`src/hdl/pwrseq_map.svh`:
```
// Offsets, field positions, reset values and timing counts of the sequencer
`ifndef PWRSEQ_MAP_SVH
`define PWRSEQ_MAP_SVH

// Clock and oscillator rates
`define PWRSEQ_CLK_HZ 20000000
`define PWRSEQ_CLK_PERIOD_NS 50
`define PWRSEQ_OSC_HZ 2000000
`define PWRSEQ_OSC_DIV (`PWRSEQ_CLK_HZ / `PWRSEQ_OSC_HZ)
`define PWRSEQ_LP_DIV 64
`define PWRSEQ_HOLD_PERIODS 256

// Low-power clock settling time after enable, least time rounds up
`define PWRSEQ_TSTAB_NS 10000
`define PWRSEQ_TSTAB_CYC \
  ((`PWRSEQ_TSTAB_NS + `PWRSEQ_CLK_PERIOD_NS - 1) / `PWRSEQ_CLK_PERIOD_NS)

// Pin population: digital pins first, then mixed-signal, then wakeup
`define PWRSEQ_N_DIG 12
`define PWRSEQ_N_MS 2
`define PWRSEQ_N_PIN 15
`define PWRSEQ_FIRST_MS 12
`define PWRSEQ_WAKE_PIN 14
`define PWRSEQ_N_IN 18
`define PWRSEQ_IN_CHIP 15
`define PWRSEQ_IN_SLOW 16
`define PWRSEQ_IN_DROP 17

// Register byte offsets
`define PWRSEQ_CTRL_OFS 8'h00
`define PWRSEQ_STATUS_OFS 8'h04
`define PWRSEQ_PIN_OUT_OFS 8'h08
`define PWRSEQ_PIN_DRIVE_OFS 8'h0c
`define PWRSEQ_PIN_PULL_EN_OFS 8'h10
`define PWRSEQ_PIN_PULL_UP_OFS 8'h14
`define PWRSEQ_ANALOG_OFS 8'h18
`define PWRSEQ_PIN_LEVEL_OFS 8'h1c

// Control fields and software state requests
`define PWRSEQ_CTRL_REQ_LSB 0
`define PWRSEQ_CTRL_PROG_BIT 2
`define PWRSEQ_REQ_MCU 2'h0
`define PWRSEQ_REQ_RADIO 2'h1
`define PWRSEQ_REQ_SLEEP 2'h2

// Status fields
`define PWRSEQ_STAT_SLOW_BIT 3
`define PWRSEQ_STAT_DROP_BIT 4
`define PWRSEQ_STAT_STABLE_BIT 5
`define PWRSEQ_STAT_PROG_BIT 6

// Reset values
`define PWRSEQ_ANALOG_RST 2'h3
`define PWRSEQ_PIN_RST 15'h0000

`endif

```
`src/hdl/pwrseq_pkg.sv`:
```
// Types shared by the power state and reset sequencer
package pwrseq_pkg;

  typedef enum logic [2:0] {
    PWRSEQ_OFF,
    PWRSEQ_OSC_WAIT,
    PWRSEQ_HOLD,
    PWRSEQ_MCU_ONLY,
    PWRSEQ_RADIO_ACTIVE,
    PWRSEQ_DEEP_SLEEP
  } pwrseq_state_t;

  // Pad controls of all fifteen pins
  typedef struct packed {
    logic [14:0] out;
    logic [14:0] oe_n;
    logic [14:0] in_en;
    logic [14:0] pull_en;
    logic [14:0] pull_up;
  } pwrseq_pads_t;

  // Software pin configuration, also the retained copy
  typedef struct packed {
    logic [14:0] out;
    logic [14:0] drive;
    logic [14:0] pull_en;
    logic [14:0] pull_up;
  } pwrseq_pincfg_t;

  // AHB-Lite slave side signals
  typedef struct packed {
    logic [31:0] hrdata;
    logic hreadyout;
    logic hresp;
  } pwrseq_ahb_rsp_t;

  typedef struct packed {
    logic hsel;
    logic [31:0] haddr;
    logic [1:0] htrans;
    logic hwrite;
    logic [2:0] hsize;
    logic [31:0] hwdata;
    logic hready;
  } pwrseq_ahb_req_t;

  // Divider state
  typedef struct packed {
    logic [7:0] osc_cnt;
    logic [7:0] lp_cnt;
    logic osc_tick;
    logic lp_tick;
  } pwrseq_div_t;

  // Whole state of the sequencer
  typedef struct packed {
    logic [17:0] in_s1;
    logic [17:0] in_s2;
    logic [17:0] in_s3;
    logic [17:0] in_lvl;
    pwrseq_state_t state;
    logic [15:0] stab_cnt;
    logic [15:0] hold_cnt;
    logic stable;
    logic [1:0] req;
    logic programmed;
    pwrseq_pincfg_t cfg;
    pwrseq_pincfg_t ret;
    logic [1:0] analog;
    logic dp_wr;
    logic [5:0] dp_addr;
    logic [31:0] hrdata;
    logic core_rst_n;
    pwrseq_pads_t pads;
  } pwrseq_regs_t;

endpackage : pwrseq_pkg

```
`src/hdl/pwrseq_lpclk_div.sv`:
```
// Divider making the 2MHz and 31.25kHz enable pulses
`timescale 1ns/1ps
`default_nettype none
`include "pwrseq_map.svh"

module pwrseq_lpclk_div #(
  parameter int OSC_DIV = `PWRSEQ_OSC_DIV,
  parameter int LP_DIV = `PWRSEQ_LP_DIV
) (
  input wire logic clk_in,
  input wire logic resetn_in,
  input wire logic run_in,
  output logic osc_tick_out,
  output logic lp_tick_out
);

  pwrseq_pkg::pwrseq_div_t r;
  pwrseq_pkg::pwrseq_div_t next_r;

  // Count oscillator periods, then 64 of them per low-power period
  always_comb
  begin
    next_r = r;
    next_r.osc_tick = 1'b0;
    next_r.lp_tick = 1'b0;
    if (!run_in)
    begin
      next_r.osc_cnt = 8'h00;
      next_r.lp_cnt = 8'h00;
    end
    else if (r.osc_cnt == 8'(OSC_DIV - 1))
    begin
      next_r.osc_cnt = 8'h00;
      next_r.osc_tick = 1'b1;
      if (r.lp_cnt == 8'(LP_DIV - 1))
      begin
        next_r.lp_cnt = 8'h00;
        next_r.lp_tick = 1'b1;
      end
      else
        next_r.lp_cnt = r.lp_cnt + 8'h01;
    end
    else
      next_r.osc_cnt = r.osc_cnt + 8'h01;
  end

  // Register the copy
  always_ff @(posedge clk_in)
  begin
    if (!resetn_in)
      r <= '0;
    else
      r <= next_r;
  end

  assign osc_tick_out = r.osc_tick;
  assign lp_tick_out = r.lp_tick;

endmodule : pwrseq_lpclk_div
`default_nettype wire

```
`src/hdl/pwrseq_top.sv`:
```
// Power state, reset hold and pin state sequencer with AHB-Lite registers
//
// Added by the designer: the register offsets and the AHB-Lite register port.
`timescale 1ns/1ps
`default_nettype none
`include "pwrseq_map.svh"

// Overview of operation
// - Enable high moves core-off to processor-only; enable low returns to core-off.
// - Past processor-only, software requests pick the state; supply-low or brownout forces reset hold, enable low forces core-off.
// - Wait at least 10 us after enable for the low-power clock.
// - Supply-low indication is high below threshold, low above it.
// - Brownout indication is high below threshold, low once restored.
// - Brownout resets the system just like supply-low at power-up.
// - Hold reset for 256 low-power periods of 64 oscillator cycles; the divider is not restarted at hold entry, so the first period can be short.
// - During reset hold all pins off, except wakeup pin pull-up.
// - Unprogrammed digital pins: inputs and pull-ups on; mixed pins fully off.
// - Mixed pins select analog or digital, analog default disables everything.
// - Deep sleep retains pin settings; wakeup pin stays live.
// - Analog mode on mixed pins overrides retention in deep sleep.
module pwrseq_top #(
  parameter int OSC_DIV = `PWRSEQ_OSC_DIV,
  parameter int LP_DIV = `PWRSEQ_LP_DIV,
  parameter int HOLD_PERIODS = `PWRSEQ_HOLD_PERIODS,
  parameter int TSTAB_CYC = `PWRSEQ_TSTAB_CYC
) (
  input wire logic CLK_IN,
  input wire logic RESETN_IN,
  input wire logic CHIP_ENABLE_IN,
  input wire logic SUPPLY_LOW_DETECT_IN,
  input wire logic BATTERY_DROP_DETECT_IN,
  input wire logic [14:0] GPIO_IN,
  input wire pwrseq_pkg::pwrseq_ahb_req_t AHB_REQ_IN,
  output pwrseq_pkg::pwrseq_ahb_rsp_t AHB_RSP_OUT,
  output pwrseq_pkg::pwrseq_pads_t PADS_OUT,
  output logic CORE_RESET_N_OUT,
  output pwrseq_pkg::pwrseq_state_t POWER_STATE_OUT,
  output logic SUPPLY_LOW_OUT,
  output logic BATTERY_DROP_DETECT_OUT
);

  pwrseq_pkg::pwrseq_regs_t r;
  pwrseq_pkg::pwrseq_regs_t n;
  logic lp_tick;
  logic run_div;
  logic chip_en;
  logic supply_low;
  logic drop;
  logic powered;
  logic take;
  logic [5:0] rd_addr;
  logic [14:0] p_out;
  logic [14:0] p_oen;
  logic [14:0] p_ie;
  logic [14:0] p_pe;
  logic [14:0] p_pu;

  // Oscillator runs from enable onward; it settles during the wait state
  assign run_div = (r.state != pwrseq_pkg::PWRSEQ_OFF);

  pwrseq_lpclk_div #(
    .OSC_DIV(OSC_DIV),
    .LP_DIV(LP_DIV)
  ) u_div (
    .clk_in(CLK_IN),
    .resetn_in(RESETN_IN),
    .run_in(run_div),
    .osc_tick_out(),
    .lp_tick_out(lp_tick)
  );

  // Filtered pin levels
  assign chip_en = r.in_lvl[`PWRSEQ_IN_CHIP];
  assign supply_low = r.in_lvl[`PWRSEQ_IN_SLOW];
  assign drop = r.in_lvl[`PWRSEQ_IN_DROP];
  assign powered = (r.state == pwrseq_pkg::PWRSEQ_MCU_ONLY) ||
                   (r.state == pwrseq_pkg::PWRSEQ_RADIO_ACTIVE) ||
                   (r.state == pwrseq_pkg::PWRSEQ_DEEP_SLEEP);
  assign take = AHB_REQ_IN.hsel && AHB_REQ_IN.htrans[1] && AHB_REQ_IN.hready;
  assign rd_addr = AHB_REQ_IN.haddr[7:2];

  // Per-pin pad state for the present power state
  for (genvar i = 0; i < `PWRSEQ_N_PIN; i++)
  begin : g_pin
    localparam bit IS_MS = (i >= `PWRSEQ_FIRST_MS) &&
                           (i < `PWRSEQ_FIRST_MS + `PWRSEQ_N_MS);
    localparam bit IS_WAKE = (i == `PWRSEQ_WAKE_PIN);
    logic analog;
    logic live;
    logic o;
    logic d;
    logic pe;
    logic pu;
    logic lo;
    logic loen;
    logic lie;
    logic lpe;
    logic lpu;

    if (IS_MS)
    begin : g_ms
      assign analog = r.analog[i - `PWRSEQ_FIRST_MS];
    end
    else
    begin : g_dig
      assign analog = 1'b0;
    end

    // Wakeup pin never takes the retained copy
    assign live = IS_WAKE || (r.state != pwrseq_pkg::PWRSEQ_DEEP_SLEEP);
    assign o = live ? r.cfg.out[i] : r.ret.out[i];
    assign d = live ? r.cfg.drive[i] : r.ret.drive[i];
    assign pe = live ? r.cfg.pull_en[i] : r.ret.pull_en[i];
    assign pu = live ? r.cfg.pull_up[i] : r.ret.pull_up[i];

    always_comb
    begin
      lo = 1'b0;
      loen = 1'b1;
      lie = 1'b0;
      lpe = 1'b0;
      lpu = 1'b0;
      case (r.state)
        pwrseq_pkg::PWRSEQ_OFF:
        begin
          lpe = 1'b0;
        end
        pwrseq_pkg::PWRSEQ_OSC_WAIT, pwrseq_pkg::PWRSEQ_HOLD:
        begin
          lpe = IS_WAKE;
          lpu = IS_WAKE;
        end
        pwrseq_pkg::PWRSEQ_MCU_ONLY, pwrseq_pkg::PWRSEQ_RADIO_ACTIVE,
        pwrseq_pkg::PWRSEQ_DEEP_SLEEP:
        begin
          if (!r.programmed)
          begin
            lie = !IS_MS;
            lpe = !IS_MS;
            lpu = !IS_MS;
          end
          else if (!analog)
          begin
            lo = o;
            loen = !d;
            lie = !d;
            lpe = pe;
            lpu = pu;
          end
        end
        default:
        begin
          loen = 1'b1;
        end
      endcase
    end

    assign p_out[i] = lo;
    assign p_oen[i] = loen;
    assign p_ie[i] = lie;
    assign p_pe[i] = lpe;
    assign p_pu[i] = lpu;
  end

  // Next state: synchronisers, power states, registers, bus
  always_comb
  begin
    n = r;

    // Three flops; a level counts once second and third agree
    n.in_s1 = {BATTERY_DROP_DETECT_IN, SUPPLY_LOW_DETECT_IN, CHIP_ENABLE_IN,
               GPIO_IN};
    n.in_s2 = r.in_s1;
    n.in_s3 = r.in_s2;
    n.in_lvl = (r.in_s2 & r.in_s3) | (r.in_lvl & (r.in_s2 ^ r.in_s3));

    // Power state sequencing
    case (r.state)
      pwrseq_pkg::PWRSEQ_OFF:
      begin
        n.stab_cnt = 16'h0000;
        n.stable = 1'b0;
        if (chip_en)
          n.state = pwrseq_pkg::PWRSEQ_OSC_WAIT;
      end
      pwrseq_pkg::PWRSEQ_OSC_WAIT:
      begin
        // Nothing leans on the slow clock before it has settled
        n.stab_cnt = r.stab_cnt + 16'h0001;
        if (r.stab_cnt == 16'(TSTAB_CYC - 1))
        begin
          n.stable = 1'b1;
          n.hold_cnt = 16'h0000;
          n.state = pwrseq_pkg::PWRSEQ_HOLD;
        end
      end
      pwrseq_pkg::PWRSEQ_HOLD:
      begin
        if (supply_low || drop)
          n.hold_cnt = 16'h0000;
        else if (lp_tick)
        begin
          if (r.hold_cnt == 16'(HOLD_PERIODS - 1))
            n.state = pwrseq_pkg::PWRSEQ_MCU_ONLY;
          else
            n.hold_cnt = r.hold_cnt + 16'h0001;
        end
      end
      pwrseq_pkg::PWRSEQ_MCU_ONLY, pwrseq_pkg::PWRSEQ_RADIO_ACTIVE,
      pwrseq_pkg::PWRSEQ_DEEP_SLEEP:
      begin
        // Only the software request moves between running states
        case (r.req)
          `PWRSEQ_REQ_MCU: n.state = pwrseq_pkg::PWRSEQ_MCU_ONLY;
          `PWRSEQ_REQ_RADIO: n.state = pwrseq_pkg::PWRSEQ_RADIO_ACTIVE;
          `PWRSEQ_REQ_SLEEP: n.state = pwrseq_pkg::PWRSEQ_DEEP_SLEEP;
          default: n.state = r.state;
        endcase
        if (supply_low || drop)
        begin
          n.hold_cnt = 16'h0000;
          n.state = pwrseq_pkg::PWRSEQ_HOLD;
        end
      end
      default:
      begin
        n.state = pwrseq_pkg::PWRSEQ_OFF;
      end
    endcase
    if (!chip_en)
      n.state = pwrseq_pkg::PWRSEQ_OFF;

    // Capture pin settings on the way into deep sleep
    if ((r.state != pwrseq_pkg::PWRSEQ_DEEP_SLEEP) &&
        (n.state == pwrseq_pkg::PWRSEQ_DEEP_SLEEP))
      n.ret = r.cfg;

    // Bus data phase write; registers only live while the core runs
    if (r.dp_wr && powered)
    begin
      case ({r.dp_addr, 2'b00})
        `PWRSEQ_CTRL_OFS:
        begin
          n.req = AHB_REQ_IN.hwdata[`PWRSEQ_CTRL_REQ_LSB +: 2];
          n.programmed = AHB_REQ_IN.hwdata[`PWRSEQ_CTRL_PROG_BIT];
        end
        `PWRSEQ_PIN_OUT_OFS: n.cfg.out = AHB_REQ_IN.hwdata[14:0];
        `PWRSEQ_PIN_DRIVE_OFS: n.cfg.drive = AHB_REQ_IN.hwdata[14:0];
        `PWRSEQ_PIN_PULL_EN_OFS: n.cfg.pull_en = AHB_REQ_IN.hwdata[14:0];
        `PWRSEQ_PIN_PULL_UP_OFS: n.cfg.pull_up = AHB_REQ_IN.hwdata[14:0];
        `PWRSEQ_ANALOG_OFS: n.analog = AHB_REQ_IN.hwdata[1:0];
        default: n.req = n.req;
      endcase
    end

    // Reset hold wipes software state back to defaults
    if (!powered)
    begin
      n.req = `PWRSEQ_REQ_MCU;
      n.programmed = 1'b0;
      n.cfg = '0;
      n.ret = '0;
      n.analog = `PWRSEQ_ANALOG_RST;
    end

    // Address phase; read data built from next values so writes forward
    n.dp_wr = take && AHB_REQ_IN.hwrite;
    n.dp_addr = rd_addr;
    n.hrdata = 32'h0000_0000;
    if (take && !AHB_REQ_IN.hwrite)
    begin
      case ({rd_addr, 2'b00})
        `PWRSEQ_CTRL_OFS: n.hrdata = {29'h0, n.programmed, n.req};
        `PWRSEQ_STATUS_OFS:
          n.hrdata = {25'h0, r.programmed, r.stable, drop, supply_low,
                      r.state};
        `PWRSEQ_PIN_OUT_OFS: n.hrdata = {17'h0, n.cfg.out};
        `PWRSEQ_PIN_DRIVE_OFS: n.hrdata = {17'h0, n.cfg.drive};
        `PWRSEQ_PIN_PULL_EN_OFS: n.hrdata = {17'h0, n.cfg.pull_en};
        `PWRSEQ_PIN_PULL_UP_OFS: n.hrdata = {17'h0, n.cfg.pull_up};
        `PWRSEQ_ANALOG_OFS: n.hrdata = {30'h0, n.analog};
        `PWRSEQ_PIN_LEVEL_OFS: n.hrdata = {17'h0, r.in_lvl[14:0]};
        default: n.hrdata = 32'h0000_0000;
      endcase
    end

    // Pad and reset outputs from flops
    n.pads = '{out: p_out, oe_n: p_oen, in_en: p_ie, pull_en: p_pe,
               pull_up: p_pu};
    n.core_rst_n = (n.state == pwrseq_pkg::PWRSEQ_MCU_ONLY) ||
                   (n.state == pwrseq_pkg::PWRSEQ_RADIO_ACTIVE) ||
                   (n.state == pwrseq_pkg::PWRSEQ_DEEP_SLEEP);
  end

  // Register the copy; pads come up fully off
  always_ff @(posedge CLK_IN)
  begin
    if (!RESETN_IN)
    begin
      r <= '0;
      r.state <= pwrseq_pkg::PWRSEQ_OFF;
      r.analog <= `PWRSEQ_ANALOG_RST;
      r.pads.oe_n <= 15'h7fff;
    end
    else
      r <= n;
  end

  // Zero-wait slave, always OKAY
  assign AHB_RSP_OUT.hrdata = r.hrdata;
  assign AHB_RSP_OUT.hreadyout = 1'b1;
  assign AHB_RSP_OUT.hresp = 1'b0;
  assign PADS_OUT = r.pads;
  assign CORE_RESET_N_OUT = r.core_rst_n;
  assign POWER_STATE_OUT = r.state;
  assign SUPPLY_LOW_OUT = supply_low;
  assign BATTERY_DROP_DETECT_OUT = drop;

endmodule : pwrseq_top
`default_nettype wire

```
`config.mk`:
```
export PLATFORM = sky130hd
export DESIGN_NAME = pwrseq_top
export DESIGN_NICKNAME = d
export VERILOG_FILES = /design/src/hdl/pwrseq_pkg.sv /design/src/hdl/pwrseq_lpclk_div.sv /design/src/hdl/pwrseq_top.sv
export VERILOG_INCLUDE_DIRS = /design/src /design/src/hdl
export SDC_FILE = /design/constraint.sdc
export NUM_CORES = 1
export LEC_CHECK = 0
export BUFFER_PORTS_ARGS = -buffer_cell sky130_fd_sc_hd__clkbuf_2
export CELL_PAD_IN_SITES_DETAIL_PLACEMENT = 1
export CELL_PAD_IN_SITES_GLOBAL_PLACEMENT = 2
export CORE_MARGIN = 3
export CORE_UTILIZATION = 25
export DETAILED_ROUTE_END_ITERATION = 10
export PLACE_DENSITY = 0.6
export RECOVER_POWER = 100
export SETUP_SLACK_MARGIN = 0.2
export SLEW_MARGIN = 10
export SYNTH_ARGS = -nofsm -noshare
export SYNTH_HDL_FRONTEND = slang
export SYNTH_SLANG_ARGS = --single-unit
export TNS_END_PERCENT = 100
```
`constraint.sdc`:
```
create_clock -name CLK_IN -period 6.1 [get_ports CLK_IN]
set_input_delay 0.61 -clock CLK_IN [delete_from_list [all_inputs] [get_ports CLK_IN]]
set_output_delay 0.61 -clock CLK_IN [all_outputs]
set_load 0.01 [all_outputs]
```
# Yosys cells after proc, flatten, opt, wreduce, memory -nomap -nowiden
# Index checks and enable logic that the tools add are counted.
[totals]
regBits = 365
in_bits = 92
out_inout_bits = 115
wordCells = 260
[classes]
addsub = 4
n_eq_ne = 31
muxes = 127
bitwise_logic = 8
reduce_logical = 47
[ops]
columns = ["operator", "count"]
rows = [
  ["$mux W125", 1],
  ["$pmux W15 S8", 1],
  ["$mux W1", 97],
  ["$mux W16", 4],
  ["$mux W63", 1],
  ["$mux W15", 4],
  ["$mux W60", 1],
  ["$pmux W16 S3", 1],
  ["$eq A6 B3 Y1 const B", 7],
  ["$and A18 B18 Y18", 2],
  ["$add A16 B1 Y16 const B", 2],
  ["$eq A16 B8 Y1 const B", 2],
  ["$pmux W16 S2", 1],
  ["$eq A6 B2 Y1 const B", 4],
  ["$mux W3", 6],
  ["$or A18 B18 Y18", 1],
  ["$xor A18 B18 Y18", 1],
  ["$mux W17", 1],
  ["$add A8 B1 Y8 const B", 2],
  ["$logic_not A1 Y1", 16],
  ["$eq A3 B3 Y1 const B", 4],
  ["$logic_not A6 Y1", 2],
  ["$pmux W3 S4", 1],
  ["$reduce_and A2 Y1", 5],
  ["26 further kinds", 50],
]

# Depth between registers and ports, before layout
# Gate-level depths: netlist of the first run.
[depth]
ltp_word = 11
depth_mapped = 9

# Cells and area by module
# A second synthesis of the first run with hierarchy kept.
[hier_totals]
cells_unflattened = 1569
area_unflattened_um2 = 14246.2
[modules_own_cells]
columns = ["mod", "instances", "cells_each", "area_each_um2"]
rows = [
  ["pwrseq_top", 1, 1487, 13466.7],
  ["pwrseq_lpclk_div", 1, 82, 779.5],
]

# Least setup slack after synthesis of the first run
# Ideal clock, no wire load.
[synth_timing]
path_kind = "input to register"
startpoint = "input AHB_REQ_IN[44] (netlist bit)"
endpoint = "register r (netlist bit AHB_RSP_OUT[4])"
setup_ps = 74
arrival_ps = 2014
t_required_ps = 6026
setup_slack_ps = 4012
path_stages = 8
n_path_buf = 2
path_cell_list = "nor4b_4 -> and3_1 -> clkbuf_1 -> clkbuf_1 -> a22oi_1 -> o21ai_0 -> a21oi_1 -> a31oi_1"
[synth_via]
elab_chain_len = 2
[synth_lines]
columns = ["item", "line_no", "rtl"]
rows = [
  ["from (decl)", "pwrseq_top.sv:33", "input wire pwrseq_pkg::pwrseq_ahb_req_t AHB_REQ_IN,"],
  ["$eq A6 B3 Y1 (tied with other cells)", "pwrseq_top.sv:272", "case ({rd_addr, 2'b00})"],
  ["$pmux W15 S8 *", "pwrseq_top.sv:272", ""],
  ["to (signal assigned)", "pwrseq_top.sv:306", "r <= n;"],
  ["to (decl)", "pwrseq_top.sv:42", "pwrseq_pkg::pwrseq_regs_t r;"],
]
# Mark *: on every way between the ends. The rest lies on a longest branch, timed or not.
# A chain may end at the register's enable or synchronous reset.

# Worst setup path in the final report of the first run
[layout_timing]
startpoint = "input RESETN_IN"
endpoint = "register r (netlist bit PADS_OUT[13])"
[layout_via]
elab_chain_len = 2
[layout_lines]
columns = ["item", "line_no", "rtl"]
rows = [
  ["from (decl)", "pwrseq_top.sv:28", "input wire logic RESETN_IN,"],
  ["$not A1 Y1 (no source line)", "--", ""],
  ["$reduce_or A4 Y1 (no source line)", "--", ""],
]
# No other way between the ends.

==> results of run 1 <==
per-stage QoR:
| stage | util | cell area (sq um) | total power, uW | instances |
|---|---|---|---|---|
| CTS | 0.291 | 16600 | 5130 | 2467 |
| global placement | 0.265 | 15100 | 2410 | 2388 |
| global route | 0.289 | 16500 | 5230 | 2468 |
| detailed placement | 0.265 | 15100 | 2410 | 2388 |
| floorplan | - | 14600 | 2370 | 1687 |
| finish | 0.289 | 16500 | 5020 | 2469 |
worst max-delay path: cells and delay by family:
kind,cells,cell delay [ns]
compound gates,1,0.28
buf+inv,3,2.62
simple gates,3,1.27
state kept, by name, indices dropped and copies added, names as in the netlist:
signal and cells:
r 188, PADS_OUT 75, n 36, u_div.r 16, AHB_RSP_OUT 15, POWER_STATE_OUT 3
g_pin.analog 2, BATTERY_DROP_DETECT_OUT 1, CORE_RESET_N_OUT 1, SUPPLY_LOW_OUT 1, chip_en 1, g_pin.d 1
g_pin.o 1, g_pin.pe 1, g_pin.pu 1, u_div.lp_tick_out 1
path summary, 6_finish.rpt:
| kind | to | cells after the start |
|---|---|---|
| worst max-delay path | PADS_OUT[13] | 7 |
| worst min-delay path | n[329] | 2 |
| worst max register to register | AHB_RSP_OUT[7] | 7 |
| worst min register to register | n[297] | 1 |
layout by cell type, fill, tap and decap left out, drive strengths merged, types with 15 or more instances in the layout:
cell,instances
dfxtp,344
a21oi,144
nand4,16
or3,15
nand2,220
and2,70
xor2,16
buf,20
a21boi,57
conb,19
o21ai,83
a31oi,30
mux2i,42
nor2b,15
ha,26
nand3,131
nor2,111
nor3,15
clkbuf,203
metal layers:
metal | routed length, microns | global-route usage | part of all wire | vias up
met2 | 21600 | 0.246 | 0.45 | 217
li1 | - | - | - | 5635
met3 | 2000 | 0.0270 | 0.042 | 69
met1 | 22900 | 0.214 | 0.48 | 5726
met4 | 1130 | 0.0511 | 0.024 | 4
met5 | 31 | 0 | 0.00065 | -
cell families (layout without fill, tap and decap cells):
family / count (synthesis) / in the layout / synth area share
compound gates: 362 / 362 / 0.151
xor+xnor: 18 / 18 / 0.0109
fa+ha+maj: 26 / 26 / 0.0224
buf+inv: 227 / 251 / 0.0925
flops: 344 / 344 / 0.475
mux: 48 / 48 / 0.0336
other cells: 2 / 21 / 0.000518
simple gates: 643 / 643 / 0.215
layout make-up:
class,count,area share
diodes,2,0.000304
clock buffers,62,0.0765
clock inverters,17,0.0142
inverters,11,0.00251
multi-input cells,1116,0.386
flip-flops and latches,344,0.418
well taps,756,0.0575
repair buffers,161,0.0445
power breakdown:
| group | leakage, uW | switching (uW) | total (uW) | internal (uW) |
|---|---|---|---|---|
| clock | 0.000731 | 1010 | 2660 | 1650 |
| combinational | 0.00207 | 54.5 | 86.1 | 31.6 |
| sequential | 0.00278 | 7.35 | 2270 | 2260 |
| total | 0.00558 | 1070 | 5020 | 3940 |
==> results_dict.tcl, run 1 <==
set metrics [dict create \
    yosys_warnings 0 \
    whs_ns 0.250 \
    critPathKind "in2reg" \
    critPathMaxStageDelay_ns 1.94 \
    synthArstFlopShare 0 \
    critical_path_arrival_ns 4.83 \
    io_pins 207 \
    synth.most_common_cell "dfxtp_1" \
    postCtsSetupBuffers 0 \
    worst_slack_ns 1.74 \
    cp_slowest_cell "clkbuf_1" \
    seq_area_sq_um 6890 \
    end_kind "flop" \
    fp-row-count 87 \
    cts_sinks 344 \
    timing.final.crit_share 0.715 \
    first_global_vias 11982 \
    failed_checks "capacitance limit, slew limit" \
    required_ns 6.57 \
    ctsResizeCount 0 \
    synth_top_area_share 0.475 \
    leakagePower_uw 0.00558 \
    synth_area_sq_um 14500 \
    hpwl_microns 32600 \
    drive_gt1_frac 0.0953 \
    gr-total-overflow 0 \
    startpoint_type "input pin" \
    viasPerCell 4.72 \
    ant_nets 0 \
    crit_chain "clkbuf_1 > clkinv_1 > nor2_1 > buf_4 > nand2_1 > or2_0 > a21oi_1" \
    tightest_slew_ns 2.85 \
    crit_start "RESETN_IN" \
    synth_cells 1670 \
    die-area_sq_um 60900 \
    synthTopCellsByArea "dfxtp_1 47%, buf_4 6.1%, nand2_1 5.7%" \
    yosys-top-cells-count "344 x dfxtp_1, 220 x nand2_1, 142 x a21oi_1, 130 x nand3_1, 117 x buf_4" \
    fin_tns_setup_ns 0 \
    vias 11651 \
    synth.avg_cell_area_sq_um 8.68 \
    pre_cts_slack_ns 2.42 \
    die_x_microns 247 \
    fp.dieH_microns 247 \
    hold_viol 0 \
    ys_ff_latch 344 \
    drv_slew 121 \
    timing.final.crit_period_ns 4.36 \
    area_delta_synth_final_pct 13.5 \
    grt_usage 0.155 \
    grt_pass1_wl_microns 73200 \
    routed_wl_microns 47600 \
    ir_worst_vdd_mv 0.175 \
    rrSetupSlack_ns 2.38 \
    synth_top_area_cell "dfxtp_1" \
    rsz0062_at_grt "false" \
    p_per_area_nw_per_um2 305 \
    max_freq_mhz 229 \
    cp_max_fo 61 \
    drc 0 \
    cts_buffers 43 \
    holdBufCountCts 0 \
    antenna_found_initial 3 \
    clockRootBuffer "clkbuf_16" \
    wl_per_cell_microns 19.3 \
    synth_seq_area_share 0.475 \
    r2r-start "POWER_STATE_OUT[0]" \
    io_buffers 140 \
    gp_routability_congestion 0.818 \
    status "finished with violations" \
    core_area_sq_um 56900 \
    cts_tree "yes" \
    fin_worst_skew_ns 0.0304 \
    drtIter0Drc 491 \
    grt_max_degree 63 \
    multi_input_area_sq_um 6350 \
    fill_cells 6691 \
    min_from "BATTERY_DROP_DETECT_IN" \
    drtPass1Iterations 6 \
    start_util 0.255 \
    relSlewSlack -0.899 \
    clk_latency_ns 0.58 \
    hold_class "in2reg" \
    maxCapViolCount 2 \
    synth.distinct_cells 74 \
    synth_edf_count 0 \
    cts_buffer_depth 3 \
    setup_viol 0 \
    htree_num_levels 2 \
    clk_pin_slew_ns 0.05 \
    synth_flop_cell "dfxtp_1" \
    final_nets 1795 \
]
(Power assumes the default switching activity.)
==> run 2: changes to the inputs <==
==> constraint.sdc (replaced) <==
create_clock -name CLK_IN -period 4.3 [get_ports CLK_IN]
set_input_delay 0.43 -clock CLK_IN [delete_from_list [all_inputs] [get_ports CLK_IN]]
set_output_delay 0.43 -clock CLK_IN [all_outputs]
set_load 0.01 [all_outputs]
==> results_dict.tcl, run 2 (synthesis results as in run 1) <==
set metrics [dict create \
    area_delta_synth_final_pct 15.1 \
    tightest_slew_ns 1.93 \
    worst_r2r_endpoint "PADS_OUT[35]" \
    drv_slew 41 \
    critPathKind "reg2reg" \
    required_ns 4.69 \
    r2r-start "POWER_STATE_OUT[1]" \
    maxCapViolCount 1 \
    ff2ff_path_depth 6 \
    drive_gt1_frac 0.0988 \
    fp.dieH_microns 247 \
    status "finished with violations" \
    critical_path_arrival_ns 3.93 \
    largest_reg_flops 188 \
    postCtsSetupBuffers 0 \
    fill_cells 6635 \
    hold_class "in2reg" \
    routed_wl_microns 48400 \
    gr-total-overflow 0 \
    p_per_area_nw_per_um2 459 \
    drtIter0Drc 639 \
    holdBufCountCts 0 \
    viasPerCell 4.71 \
    gp_routability_congestion 0.829 \
    final_common_cell "dfxtp_1" \
    rrSetupSlack_ns 0.76 \
    fin_worst_skew_ns 0.0167 \
    startpoint_type "flop" \
    cp_slowest_cell "clkbuf_1" \
    fp-row-count 87 \
    placed_cells 2396 \
    clockRootBuffer "clkbuf_16" \
    grt_pass1_wl_microns 74100 \
    final_cell_mix "344 x dfxtp_1, 218 x nand2_1, 142 x a21oi_1" \
    min_from "SUPPLY_LOW_DETECT_IN" \
    leakagePower_uw 0.00570 \
    timing.final.crit_share 0.823 \
    io_buffers 140 \
    final_nets 1803 \
    failed_checks "capacitance limit, slew limit" \
    regMostFlops "r" \
    ir_worst_vdd_mv 0.244 \
    fin_tns_setup_ns 0 \
    grt_usage 0.157 \
    die-area_sq_um 60900 \
    first_global_vias 11884 \
    drtPass1Iterations 4 \
    whs_ns 0.0697 \
    relSlewSlack -0.289 \
    grt_max_degree 80 \
    rsz0062_at_grt "false" \
    critPathMaxStageDelay_ns 1.10 \
    clk_pin_slew_ns 0.06 \
    cts_buffer_depth 3 \
    hold_viol 0 \
    drc 0 \
    wl_per_cell_microns 19.5 \
    crit_start "POWER_STATE_OUT[1]" \
    setup_viol 0 \
    final_area_sq_um 16700 \
    vias 11669 \
    max_freq_mhz 283 \
    crit_chain "and2b_1 > or2_0 > buf_4 > nand2_4 > clkbuf_1 > nor2_1" \
    core_area_sq_um 56900 \
    die_x_microns 247 \
    cts_sinks 344 \
    whs_endpoint "n[328]" \
    stdcell_count 2477 \
    timing.final.crit_period_ns 3.54 \
    cts_tree "yes" \
    cts_buffers 43 \
    ctsResizeCount 0 \
    io_pins 207 \
    place_area_sq_um 15200 \
    htree_num_levels 2 \
    cp_max_fo 65 \
    antenna_found_initial 1 \
    hpwl_microns 33600 \
    end_kind "flop" \
    clk_latency_ns 0.57 \
    ant_nets 0 \
    whs_path_depth 2 \
    start_util 0.255 \
]
==> run 2: how the worst max path moves through the flow <==
stage / endpoint / slack, ns / cells past startpoint
2_1_floorplan: r[171] / 2.24 / 8
3_5_place_dp: AHB_RSP_OUT[6] / 1.12 / 7
4_1_cts: AHB_RSP_OUT[6] / 1.10 / 7
5_1_grt: PADS_OUT[40] / 0.44 / 6
6_report: PADS_OUT[35] / 0.76 / 6
3_3_place_gp: AHB_RSP_OUT[3] / 1.18 / 7
==> run 2: critical path, delay by kind of cell, from the launching register on <==
family	cells	cell delay, ns
buffers and inverters	2	1.37
DFF	1	0.63
and+or+nand+nor	4	1.29
==> run 2: per-stage QoR <==
stage	total power [uW]	setup WS (ns)	utilization
after detailed placement	3420	1.12	0.266
after global routing	7930	0.442	0.293
final	7650	0.762	0.293
after floorplan	3370	2.24	-
after global placement	3420	1.18	0.266
after CTS	7790	1.10	0.296
==> run 2: layer usage <==
metal | routed length (microns) | GRT usage
met1 | 23300 | 0.221
met4 | 908 | 0.0464
met3 | 2060 | 0.0259
met5 | 0 | 0
met2 | 22100 | 0.247
==> run 2: power by group <==
group | leakage, uW | total [uW] | internal, uW | switching (uW)
combinational | 0.00209 | 123 | 43.9 | 79.3
clock | 0.000830 | 4310 | 2810 | 1500
sequential | 0.00278 | 3220 | 3210 | 10.2
==> run 2: cell type report <==
type                       instances  area (sq um)  share of cell area
antenna                            1          2.50            0.000150
clock buffer                      56          1240              0.0741
clock inverter                    24           472              0.0283
inverter                          11          41.3             0.00247
multi-input combinational       1116          6340               0.380
sequential                       344          6890               0.413
tap                              756           946              0.0567
timing repair buffer             169           762              0.0457
